==> config.mk <==
export PLATFORM = sky130hd
export DESIGN_NAME = scif_event_flags
export DESIGN_NICKNAME = d
export VERILOG_FILES = /design/src/scif_pkg.sv /design/src/scif_event_flags.sv
export SDC_FILE = /design/constraint.sdc
export NUM_CORES = 1
export LEC_CHECK = 0
export BUFFER_PORTS_ARGS = -buffer_cell sky130_fd_sc_hd__buf_2
export CORE_ASPECT_RATIO = 0.8
export CORE_MARGIN = 3
export CORE_UTILIZATION = 48
export CTS_CLUSTER_DIAMETER = 150
export DETAILED_ROUTE_END_ITERATION = 12
export HOLD_SLACK_MARGIN = 0.02
export PLACE_DENSITY = 0.73
export SYNTH_ARGS = -nofsm -noshare
export SYNTH_HDL_FRONTEND = slang
export SYNTH_SLANG_ARGS = --single-unit
==> constraint.sdc <==
create_clock -name clock -period 3.8 [get_ports clock]
set_input_delay 0.38 -clock clock [delete_from_list [all_inputs] [get_ports clock]]
set_output_delay 0.38 -clock clock [all_outputs]
set_load 0.05 [all_outputs]
==> src/scif_pkg.sv <==
// package for the clock and power event flag block: offsets, bit positions, reset values.
// assumes a single clock domain and a plain strobe register port.
package scif_pkg;
	// register byte offsets
	localparam logic [7:0]  OFF_ENABLE_CLR = 8'h00;  // enable-clear register
	localparam logic [7:0]  OFF_ENABLE_SET = 8'h04;  // irq_enable_set_reg
	localparam logic [7:0]  OFF_FLAGS      = 8'h08;  // clock_power_event_flags
	localparam logic [7:0]  OFF_STATUS     = 8'h0c;  // clock_power_live_status
	// bit positions
	localparam int BIT_PLL_LOCK_TIMEOUT  = 17;
	localparam int BIT_PLL_LOCK_FALL     = 16;
	localparam int BIT_PLL_LOCK_RISE     = 15;
	localparam int BIT_BROWNOUT_SYNC_RDY = 11;
	localparam int BIT_BROWNOUT_DETECTED = 10;
	localparam int BIT_BROWNOUT_READY    = 9;
	localparam int BIT_FLL_REF_STOPPED   = 8;
	localparam int BIT_FLL_COARSE_LOCK   = 7;
	localparam int BIT_FLL_FINE_LOCK     = 6;
	localparam int BIT_FLL_OUT_OF_BOUNDS = 5;
	localparam int BIT_FLL_READY         = 4;
	localparam int BIT_RC8M_READY        = 3;
	localparam int BIT_RC32K_READY       = 2;
	localparam int BIT_CRYSTAL32K_READY  = 1;
	localparam int BIT_CRYSTAL_READY     = 0;
	// implemented bits: 17..15 and 11..0
	localparam logic [31:0] EVENT_MASK  = 32'h0003_8fff;
	localparam logic [31:0] RESET_FLAGS = 32'h0000_0000;
	localparam logic [31:0] RESET_STAT  = 32'h0000_0000;
	localparam logic [31:0] RESET_EN    = 32'h0000_0000;
	localparam logic [31:0] READ_ZERO   = 32'h0000_0000;
endpackage

==> src/scif_event_flags.sv <==
// clock and power event flags: live status mirror, rising-edge flags, enables, one irq line.
// assumes status sources are asynchronous to clock; each passes two flops before use.
module scif_event_flags
	import scif_pkg::*;
(
	input  wire logic        clock,
	input  wire logic        reset,
	input  wire logic [7:0]  reg_addr,
	input  wire logic [31:0] reg_wdata,
	input  wire logic        reg_write,
	input  wire logic        reg_read,
	output logic      [31:0] reg_rdata,
	input  wire logic        pll_lock_timeout,
	input  wire logic        pll_lock_fall,
	input  wire logic        pll_lock_rise,
	input  wire logic        brownout_sync_ready,
	input  wire logic        brownout_detected,
	input  wire logic        brownout_ready,
	input  wire logic        fll_ref_clock_stopped,
	input  wire logic        fll_coarse_lock,
	input  wire logic        fll_fine_lock,
	input  wire logic        fll_out_of_bounds,
	input  wire logic        fll_ready,
	input  wire logic        rc8m_ready,
	input  wire logic        rc32k_ready,
	input  wire logic        crystal32k_ready,
	input  wire logic        crystal_ready,
	output logic             irq
);
	import scif_pkg::*;

	// whole module state in one record
	typedef struct packed {
		logic [31:0] sync1;   // first synchroniser stage, read only by sync2
		logic [31:0] sync2;   // second stage: the live status seen by software
		logic [31:0] prev;    // sync2 one cycle late; edges are judged from sync2 only
		logic [31:0] flags;   // sticky event flags
		logic [31:0] enables; // interrupt enables
		logic [31:0] rdata;   // read data, valid the cycle after the strobe
	} scif_state_s;

	scif_state_s state;      // registered state
	scif_state_s next_state; // computed next state
	logic [31:0] raw_status; // sources packed into register layout
	logic [31:0] rise;       // zero-to-one changes of the live status
	logic [31:0] clear_mask; // write-one-to-clear pattern this cycle

	// mask a word to implemented bits so spare positions never hold state
	function automatic logic [31:0] implemented(input logic [31:0] value);
		return value & EVENT_MASK;
	endfunction

	// pack sources into the shared flag/status bit layout
	always_comb begin
		raw_status = READ_ZERO;
		raw_status[BIT_PLL_LOCK_TIMEOUT]  = pll_lock_timeout;
		raw_status[BIT_PLL_LOCK_FALL]     = pll_lock_fall;
		raw_status[BIT_PLL_LOCK_RISE]     = pll_lock_rise;
		raw_status[BIT_BROWNOUT_SYNC_RDY] = brownout_sync_ready;
		raw_status[BIT_BROWNOUT_DETECTED] = brownout_detected;
		raw_status[BIT_BROWNOUT_READY]    = brownout_ready;
		raw_status[BIT_FLL_REF_STOPPED]   = fll_ref_clock_stopped;
		raw_status[BIT_FLL_COARSE_LOCK]   = fll_coarse_lock;
		raw_status[BIT_FLL_FINE_LOCK]     = fll_fine_lock;
		raw_status[BIT_FLL_OUT_OF_BOUNDS] = fll_out_of_bounds;
		raw_status[BIT_FLL_READY]         = fll_ready;
		raw_status[BIT_RC8M_READY]        = rc8m_ready;
		raw_status[BIT_RC32K_READY]       = rc32k_ready;
		raw_status[BIT_CRYSTAL32K_READY]  = crystal32k_ready;
		raw_status[BIT_CRYSTAL_READY]     = crystal_ready;
	end

	// next-state logic for synchroniser, flags, enables and read port
	always_comb begin
		next_state = state;
		// two-flop synchroniser; edges are judged on the second stage only
		next_state.sync1 = implemented(raw_status);
		next_state.sync2 = state.sync1;
		next_state.prev  = state.sync2;
		// edge detect on the second stage: reading sync1 here could see a metastable level
		rise = implemented(state.sync2 & ~state.prev);
		// write one clears a flag, zeros are ignored
		clear_mask = (reg_write && reg_addr == OFF_FLAGS) ? implemented(reg_wdata) : READ_ZERO;
		// a rise in the clear cycle wins so no event is lost
		next_state.flags = (state.flags & ~clear_mask) | rise;
		// enable set/clear: zeros have no effect in either register
		if (reg_write && reg_addr == OFF_ENABLE_SET) begin
			next_state.enables = state.enables | implemented(reg_wdata);
		end else if (reg_write && reg_addr == OFF_ENABLE_CLR) begin
			next_state.enables = state.enables & ~implemented(reg_wdata);
		end
		// read data: unmapped addresses answer zero
		next_state.rdata = READ_ZERO;
		if (reg_read) begin
			case (reg_addr)
				OFF_ENABLE_CLR: next_state.rdata = state.enables;
				OFF_ENABLE_SET: next_state.rdata = state.enables;
				OFF_FLAGS:      next_state.rdata = state.flags;
				OFF_STATUS:     next_state.rdata = state.sync2;
				default:        next_state.rdata = READ_ZERO;
			endcase
		end
	end

	// state register with synchronous reset to documented values
	always_ff @(posedge clock) begin
		if (reset) begin
			state.sync1   <= RESET_STAT;
			state.sync2   <= RESET_STAT;
			state.prev    <= RESET_STAT;
			state.flags   <= RESET_FLAGS;
			state.enables <= RESET_EN;
			state.rdata   <= READ_ZERO;
		end else begin
			state <= next_state;
		end
	end

	assign reg_rdata = state.rdata;
	// single level request; drops only when every enabled flag is clear
	assign irq = |(state.flags & state.enables);

	// checks
	chk_rise_sets_flag: assert property (@(posedge clock) disable iff (reset)
		(state.sync2[BIT_PLL_LOCK_TIMEOUT] && !state.prev[BIT_PLL_LOCK_TIMEOUT])
		|=> state.flags[BIT_PLL_LOCK_TIMEOUT])
		else $error("lock timeout rise did not set flag");
	chk_set_over_clear: assert property (@(posedge clock) disable iff (reset)
		(reg_write && reg_addr == OFF_FLAGS && reg_wdata[BIT_CRYSTAL_READY]
		&& state.sync2[BIT_CRYSTAL_READY] && !state.prev[BIT_CRYSTAL_READY])
		|=> state.flags[BIT_CRYSTAL_READY])
		else $error("clear beat a simultaneous rise");
	chk_w1c_clears: assert property (@(posedge clock) disable iff (reset)
		(reg_write && reg_addr == OFF_FLAGS && reg_wdata[BIT_FLL_READY]
		&& !(state.sync2[BIT_FLL_READY] && !state.prev[BIT_FLL_READY]))
		|=> !state.flags[BIT_FLL_READY])
		else $error("write one did not clear flag");
	chk_zero_keeps: assert property (@(posedge clock) disable iff (reset)
		(reg_write && reg_addr == OFF_FLAGS && !reg_wdata[BIT_RC8M_READY] && state.flags[BIT_RC8M_READY])
		|=> state.flags[BIT_RC8M_READY])
		else $error("write zero changed flag");
	chk_enable_set: assert property (@(posedge clock) disable iff (reset)
		(reg_write && reg_addr == OFF_ENABLE_SET && reg_wdata[BIT_CRYSTAL_READY])
		|=> state.enables[BIT_CRYSTAL_READY])
		else $error("enable set did not take");
	chk_enable_hold: assert property (@(posedge clock) disable iff (reset)
		(state.enables[BIT_CRYSTAL_READY] && !(reg_write && reg_addr == OFF_ENABLE_CLR))
		|=> state.enables[BIT_CRYSTAL_READY])
		else $error("enable dropped without a clear");
	chk_irq_crystal: assert property (@(posedge clock) disable iff (reset)
		(state.flags[BIT_CRYSTAL_READY] && state.enables[BIT_CRYSTAL_READY]) |-> irq)
		else $error("enabled crystal flag gave no irq");
	chk_irq_quiet: assert property (@(posedge clock) disable iff (reset)
		((state.flags & state.enables) == READ_ZERO) |-> !irq)
		else $error("irq with no enabled flag");
	chk_spare_zero: assert property (@(posedge clock) disable iff (reset)
		((state.flags & ~EVENT_MASK) == READ_ZERO) && ((state.sync2 & ~EVENT_MASK) == READ_ZERO))
		else $error("spare bit holds a one");
	chk_status_read: assert property (@(posedge clock) disable iff (reset)
		(reg_read && reg_addr == OFF_STATUS) |=> reg_rdata == $past(state.sync2))
		else $error("status read mismatch");
	chk_flag_read: assert property (@(posedge clock) disable iff (reset)
		(reg_read && reg_addr == OFF_FLAGS) |=> reg_rdata == $past(state.flags))
		else $error("flag read mismatch");
	chk_status_delay: assert property (@(posedge clock) disable iff (reset)
		$rose(fll_ready) ##0 fll_ready [*3] |-> state.sync2[BIT_FLL_READY])
		else $error("status not mirrored after two flops");

	// each synchronised rise must leave its flag set one edge later

	chk_rise_lock_fall: assert property (@(posedge clock) disable iff (reset)
		(state.sync2[BIT_PLL_LOCK_FALL] && !state.prev[BIT_PLL_LOCK_FALL]) |=> state.flags[BIT_PLL_LOCK_FALL])
		else $error("lock fall rise did not set flag");

	chk_rise_lock_rise: assert property (@(posedge clock) disable iff (reset)
		(state.sync2[BIT_PLL_LOCK_RISE] && !state.prev[BIT_PLL_LOCK_RISE]) |=> state.flags[BIT_PLL_LOCK_RISE])
		else $error("lock rise rise did not set flag");

	chk_rise_bo_sync: assert property (@(posedge clock) disable iff (reset)
		(state.sync2[BIT_BROWNOUT_SYNC_RDY] && !state.prev[BIT_BROWNOUT_SYNC_RDY]) |=> state.flags[BIT_BROWNOUT_SYNC_RDY])
		else $error("brownout sync rise did not set flag");

	chk_rise_bo_det: assert property (@(posedge clock) disable iff (reset)
		(state.sync2[BIT_BROWNOUT_DETECTED] && !state.prev[BIT_BROWNOUT_DETECTED]) |=> state.flags[BIT_BROWNOUT_DETECTED])
		else $error("brownout detect rise did not set flag");

	chk_rise_bo_ready: assert property (@(posedge clock) disable iff (reset)
		(state.sync2[BIT_BROWNOUT_READY] && !state.prev[BIT_BROWNOUT_READY]) |=> state.flags[BIT_BROWNOUT_READY])
		else $error("brownout ready rise did not set flag");

	chk_rise_ref_stop: assert property (@(posedge clock) disable iff (reset)
		(state.sync2[BIT_FLL_REF_STOPPED] && !state.prev[BIT_FLL_REF_STOPPED]) |=> state.flags[BIT_FLL_REF_STOPPED])
		else $error("reference stop rise did not set flag");

	chk_rise_coarse: assert property (@(posedge clock) disable iff (reset)
		(state.sync2[BIT_FLL_COARSE_LOCK] && !state.prev[BIT_FLL_COARSE_LOCK]) |=> state.flags[BIT_FLL_COARSE_LOCK])
		else $error("coarse lock rise did not set flag");

	chk_rise_fine: assert property (@(posedge clock) disable iff (reset)
		(state.sync2[BIT_FLL_FINE_LOCK] && !state.prev[BIT_FLL_FINE_LOCK]) |=> state.flags[BIT_FLL_FINE_LOCK])
		else $error("fine lock rise did not set flag");

	chk_rise_oob: assert property (@(posedge clock) disable iff (reset)
		(state.sync2[BIT_FLL_OUT_OF_BOUNDS] && !state.prev[BIT_FLL_OUT_OF_BOUNDS]) |=> state.flags[BIT_FLL_OUT_OF_BOUNDS])
		else $error("out of bounds rise did not set flag");

	chk_rise_fll_rdy: assert property (@(posedge clock) disable iff (reset)
		(state.sync2[BIT_FLL_READY] && !state.prev[BIT_FLL_READY]) |=> state.flags[BIT_FLL_READY])
		else $error("fll ready rise did not set flag");

	chk_rise_rc8m: assert property (@(posedge clock) disable iff (reset)
		(state.sync2[BIT_RC8M_READY] && !state.prev[BIT_RC8M_READY]) |=> state.flags[BIT_RC8M_READY])
		else $error("8 MHz ready rise did not set flag");

	chk_rise_rc32k: assert property (@(posedge clock) disable iff (reset)
		(state.sync2[BIT_RC32K_READY] && !state.prev[BIT_RC32K_READY]) |=> state.flags[BIT_RC32K_READY])
		else $error("32 kHz ready rise did not set flag");

	chk_rise_xtal32k: assert property (@(posedge clock) disable iff (reset)
		(state.sync2[BIT_CRYSTAL32K_READY] && !state.prev[BIT_CRYSTAL32K_READY]) |=> state.flags[BIT_CRYSTAL32K_READY])
		else $error("32 kHz crystal rise did not set flag");

	chk_rise_crystal: assert property (@(posedge clock) disable iff (reset)
		(state.sync2[BIT_CRYSTAL_READY] && !state.prev[BIT_CRYSTAL_READY]) |=> state.flags[BIT_CRYSTAL_READY])
		else $error("crystal ready rise did not set flag");

	// every enabled set flag must show on the single request line

	chk_irq_timeout: assert property (@(posedge clock) disable iff (reset)
		(state.flags[BIT_PLL_LOCK_TIMEOUT] && state.enables[BIT_PLL_LOCK_TIMEOUT]) |-> irq)
		else $error("enabled lock timeout flag gave no irq");

	chk_irq_lock_fall: assert property (@(posedge clock) disable iff (reset)
		(state.flags[BIT_PLL_LOCK_FALL] && state.enables[BIT_PLL_LOCK_FALL]) |-> irq)
		else $error("enabled lock fall flag gave no irq");

	chk_irq_lock_rise: assert property (@(posedge clock) disable iff (reset)
		(state.flags[BIT_PLL_LOCK_RISE] && state.enables[BIT_PLL_LOCK_RISE]) |-> irq)
		else $error("enabled lock rise flag gave no irq");

	chk_irq_bo_sync: assert property (@(posedge clock) disable iff (reset)
		(state.flags[BIT_BROWNOUT_SYNC_RDY] && state.enables[BIT_BROWNOUT_SYNC_RDY]) |-> irq)
		else $error("enabled brownout sync flag gave no irq");

	chk_irq_bo_det: assert property (@(posedge clock) disable iff (reset)
		(state.flags[BIT_BROWNOUT_DETECTED] && state.enables[BIT_BROWNOUT_DETECTED]) |-> irq)
		else $error("enabled brownout detect flag gave no irq");

	chk_irq_bo_ready: assert property (@(posedge clock) disable iff (reset)
		(state.flags[BIT_BROWNOUT_READY] && state.enables[BIT_BROWNOUT_READY]) |-> irq)
		else $error("enabled brownout ready flag gave no irq");

	chk_irq_ref_stop: assert property (@(posedge clock) disable iff (reset)
		(state.flags[BIT_FLL_REF_STOPPED] && state.enables[BIT_FLL_REF_STOPPED]) |-> irq)
		else $error("enabled reference stop flag gave no irq");

	chk_irq_coarse: assert property (@(posedge clock) disable iff (reset)
		(state.flags[BIT_FLL_COARSE_LOCK] && state.enables[BIT_FLL_COARSE_LOCK]) |-> irq)
		else $error("enabled coarse lock flag gave no irq");

	chk_irq_fine: assert property (@(posedge clock) disable iff (reset)
		(state.flags[BIT_FLL_FINE_LOCK] && state.enables[BIT_FLL_FINE_LOCK]) |-> irq)
		else $error("enabled fine lock flag gave no irq");

	chk_irq_oob: assert property (@(posedge clock) disable iff (reset)
		(state.flags[BIT_FLL_OUT_OF_BOUNDS] && state.enables[BIT_FLL_OUT_OF_BOUNDS]) |-> irq)
		else $error("enabled out of bounds flag gave no irq");

	chk_irq_fll_rdy: assert property (@(posedge clock) disable iff (reset)
		(state.flags[BIT_FLL_READY] && state.enables[BIT_FLL_READY]) |-> irq)
		else $error("enabled fll ready flag gave no irq");

	chk_irq_rc8m: assert property (@(posedge clock) disable iff (reset)
		(state.flags[BIT_RC8M_READY] && state.enables[BIT_RC8M_READY]) |-> irq)
		else $error("enabled 8 MHz ready flag gave no irq");

	chk_irq_rc32k: assert property (@(posedge clock) disable iff (reset)
		(state.flags[BIT_RC32K_READY] && state.enables[BIT_RC32K_READY]) |-> irq)
		else $error("enabled 32 kHz ready flag gave no irq");

	chk_irq_xtal32k: assert property (@(posedge clock) disable iff (reset)
		(state.flags[BIT_CRYSTAL32K_READY] && state.enables[BIT_CRYSTAL32K_READY]) |-> irq)
		else $error("enabled 32 kHz crystal flag gave no irq");

	chk_irq_xtal_bit: assert property (@(posedge clock) disable iff (reset)
		(state.flags[BIT_CRYSTAL_READY] && state.enables[BIT_CRYSTAL_READY]) |-> irq)
		else $error("enabled crystal flag gave no irq");

	// enables, held flags and the idle read port

	chk_enable_clear: assert property (@(posedge clock) disable iff (reset)
		(reg_write && reg_addr == OFF_ENABLE_CLR && reg_wdata[BIT_CRYSTAL_READY]) |=> !state.enables[BIT_CRYSTAL_READY])
		else $error("enable clear did not take");

	chk_flag_hold: assert property (@(posedge clock) disable iff (reset)
		(!(reg_write && reg_addr == OFF_FLAGS) && state.flags[BIT_FLL_COARSE_LOCK]) |=> state.flags[BIT_FLL_COARSE_LOCK])
		else $error("flag dropped without a clear");

	chk_enable_spare: assert property (@(posedge clock) disable iff (reset)
		(state.enables & ~EVENT_MASK) == READ_ZERO)
		else $error("spare enable bit holds a one");

	chk_rdata_idle: assert property (@(posedge clock) disable iff (reset)
		!reg_read |=> reg_rdata == READ_ZERO)
		else $error("read data not zero outside a read");

	cov_flag_irq:   cover property (@(posedge clock) disable iff (reset) $rose(irq));
	cov_clear_irq:  cover property (@(posedge clock) disable iff (reset) $fell(irq));
	cov_set_clear:  cover property (@(posedge clock) disable iff (reset)
		reg_write && reg_addr == OFF_FLAGS && (rise & reg_wdata) != READ_ZERO);
	cov_status_rd:  cover property (@(posedge clock) disable iff (reset)
		reg_read && reg_addr == OFF_STATUS ##1 reg_rdata != READ_ZERO);
endmodule

==> flow_metrics.tcl <==
set metrics [dict create \
    drive_gt1_frac 0.2259 \
    ys_ff_latch 90 \
    overflow 0 \
    cts_buffer_depth 2 \
    hold_ws_ns 0.2317 \
    grt_pass1_vias 2346 \
    yosysUniqueCellTypes 24 \
    postCtsSetupRepairBufs 0 \
    synthArstFlopShare 0 \
    cts_tree "built" \
    root_buffer "clkbuf_8" \
    h-tree-depth 3 \
    r2r_start "next_state[96]$_SDFF_PP0_" \
    track_usage 0.1717 \
    final_util 0.5657 \
    core-area_mm2 0.007061 \
    worst_pin_slew_ns 0.9450 \
    r2r_setup_slack_ns 2.76 \
    ant_nets 0 \
    synthToLayoutAreaGrowth_pct 11.03 \
    whs_endpoint "state[65]$_SDFF_PP0_" \
    outcome "completed" \
    syn_avg_cell_area_um2 10.16 \
    power_frac_comb 0.080 \
    vias_per_cell 5.106 \
    power_frac_clock 0.408 \
    rsz0062_at_grt "false" \
    wl_mm 7.075 \
    r2r-end "state[64]$_SDFF_PP0_" \
    die_area_mm2 0.008575 \
    power_leakage_nw 1.748 \
    die_w_um 102.8 \
    fmaxAchievable_mhz 490.6 \
    n_antenna_cell 0 \
    hpwl_mm 4.632 \
    drt-initial-drc-count 123 \
    endpoint_kind "output port" \
    setup_viol 0 \
    clkSlewWorstSetupHoldPaths_ns 0.09 \
    grt_pass1_wl_mm 11.33 \
    syn-cell-area_mm2 0.003597 \
    crit_path_start_kind "flop" \
    cts_hold_buf 0 \
    hold_depth 2 \
    arrival_ns 1.66 \
    maxCapViolations 0 \
    cts_resized 0 \
    synth_common_cells "dfxtp_1, nor2b_1, nor2_1, buf_4, mux2i_1" \
    synth_top_area_cell "dfxtp_1" \
    drtPass1Iterations 5 \
    yosysSeqAreaShare 0.5009 \
    synthCells 354 \
    start_util 0.5095 \
    num_vias 2456 \
    setup.worst_path.class "flop to output port" \
    grt_max_degree 77 \
    portBuffers 57 \
    vdd_drop_max_v 0.0002555 \
    crit_required_ns 3.42 \
    crit_fanout 3 \
    cts_sinks 90 \
    yosys-top-cells-area "dfxtp_1, nor2b_1, mux2i_1, buf_4, nor2_1" \
    ys_warn_count 0 \
    synth_ff_type "dfxtp_1" \
    fin_skew_ns 0.007785 \
    switching_share 0.2240 \
    timing.slew.headroom 0.3673 \
    hold_viol_final 0 \
    die_y_um 83.43 \
    yosysMostFrequentCell "dfxtp_1" \
    slew_violations 0 \
    antenna_found_initial 0 \
    gp_congestion 0.7822 \
    cellPowerDensity_mw_per_mm2 481.6 \
    io_pins 92 \
    power_switching_mw 0.4309 \
    min_path_type "primary input to flop" \
    tns_ns 0 \
    power_mw 1.924 \
    pwr-share-seq 0.512 \
    clkLatencyLatePin_ns 0.35 \
    wl_per_cell_um 14.71 \
    final_nets 448 \
    cts_buffers 9 \
    rows 27 \
    finalCriticalPeriod_ns 2.038 \
    drc_errors 0 \
    post-route-period-util 0.5364 \
    p_int_mw 1.493 \
    worstRegToRegCells 3 \
    yosysTopAreaCellShare 0.5009 \
    synth-edff-count 0 \
    hp-start "reg_wdata[1]" \
]
## cell usage in the layout, fill, tap and decap left out, drive strengths merged, types with 4 or more instances in the layout
master / synthesis / layout
nand3: 15 / 15
mux2i: 30 / 30
nor2b: 60 / 60
buf: 41 / 60
a211oi: 15 / 15
a22oi: 4 / 4
conb: 1 / 17
dfxtp: 90 / 90
nor2: 46 / 46
nand2b: 17 / 17
a311oi: 15 / 15
clkbuf: 11 / 11
## critical path, cell delays in order, from the launching register on
cell	delay [ns]
dfxtp_1	0.33
a222oi_1	0.37
and3_1	0.25
nand4_1	0.12
buf_2	0.24
## layer usage
metal | track usage | share of wire | vias up
met3 | 0.06045 | 0.078 | 8
met1 | 0.2141 | 0.43 | 1133
li1 | - | - | 1219
met4 | 0.04471 | 0.0069 | 0
met5 | 0 | 0 | -
met2 | 0.2808 | 0.48 | 96
## through the flow
step / std cells / setup slack, ns / cell area [um2]
2_1_floorplan: 370 / 2.170 / 3657
3_3_place_gp: 465 / 1.702 / 3742
3_5_place_dp: 465 / 1.658 / 3742
4_1_cts: 481 / 1.749 / 3994
5_1_grt: 481 / 1.640 / 3994
6_report: 481 / 1.762 / 3994
## power by group through the flow
stage / logic [mW] / clock network (mW) / registers, mW
2_1_floorplan: 0.127 / 0 / 1.00
3_3_place_gp: 0.150 / 0 / 1.01
3_5_place_dp: 0.153 / 0 / 1.01
4_1_cts: 0.154 / 0.802 / 0.984
5_1_grt: 0.168 / 0.839 / 0.988
6_report: 0.154 / 0.786 / 0.984
## cell type report
type | instances | area [um2]
clock inverters | 5 | 100.1
multi-input cells | 228 | 1524
fillers | 629 | 3067
flip-flops and latches | 90 | 1802
repair buffers | 60 | 307.8
clock buffers | 11 | 151.4
well taps | 87 | 108.9
## cell families after synthesis
family / after synthesis / synth area share
simple gates: 144 / 0.2223
flops: 90 / 0.5009
buf+inv: 52 / 0.09461
compound gates: 37 / 0.09774
mux: 30 / 0.08348
other cells: 1 / 0.001042
## how the worst max path moves through the flow
stage,from,endpoint,slack (ns)
6_report,state[80]$_SDFF_PP0_,irq,1.76
5_1_grt,state[80]$_SDFF_PP0_,irq,1.64
4_1_cts,state[80]$_SDFF_PP0_,irq,1.75
3_5_place_dp,reg_addr[3],flop,1.66
3_3_place_gp,reg_addr[3],flop,1.70
2_1_floorplan,state[80]$_SDFF_PP0_,irq,2.17
(Power assumes the default switching activity.)
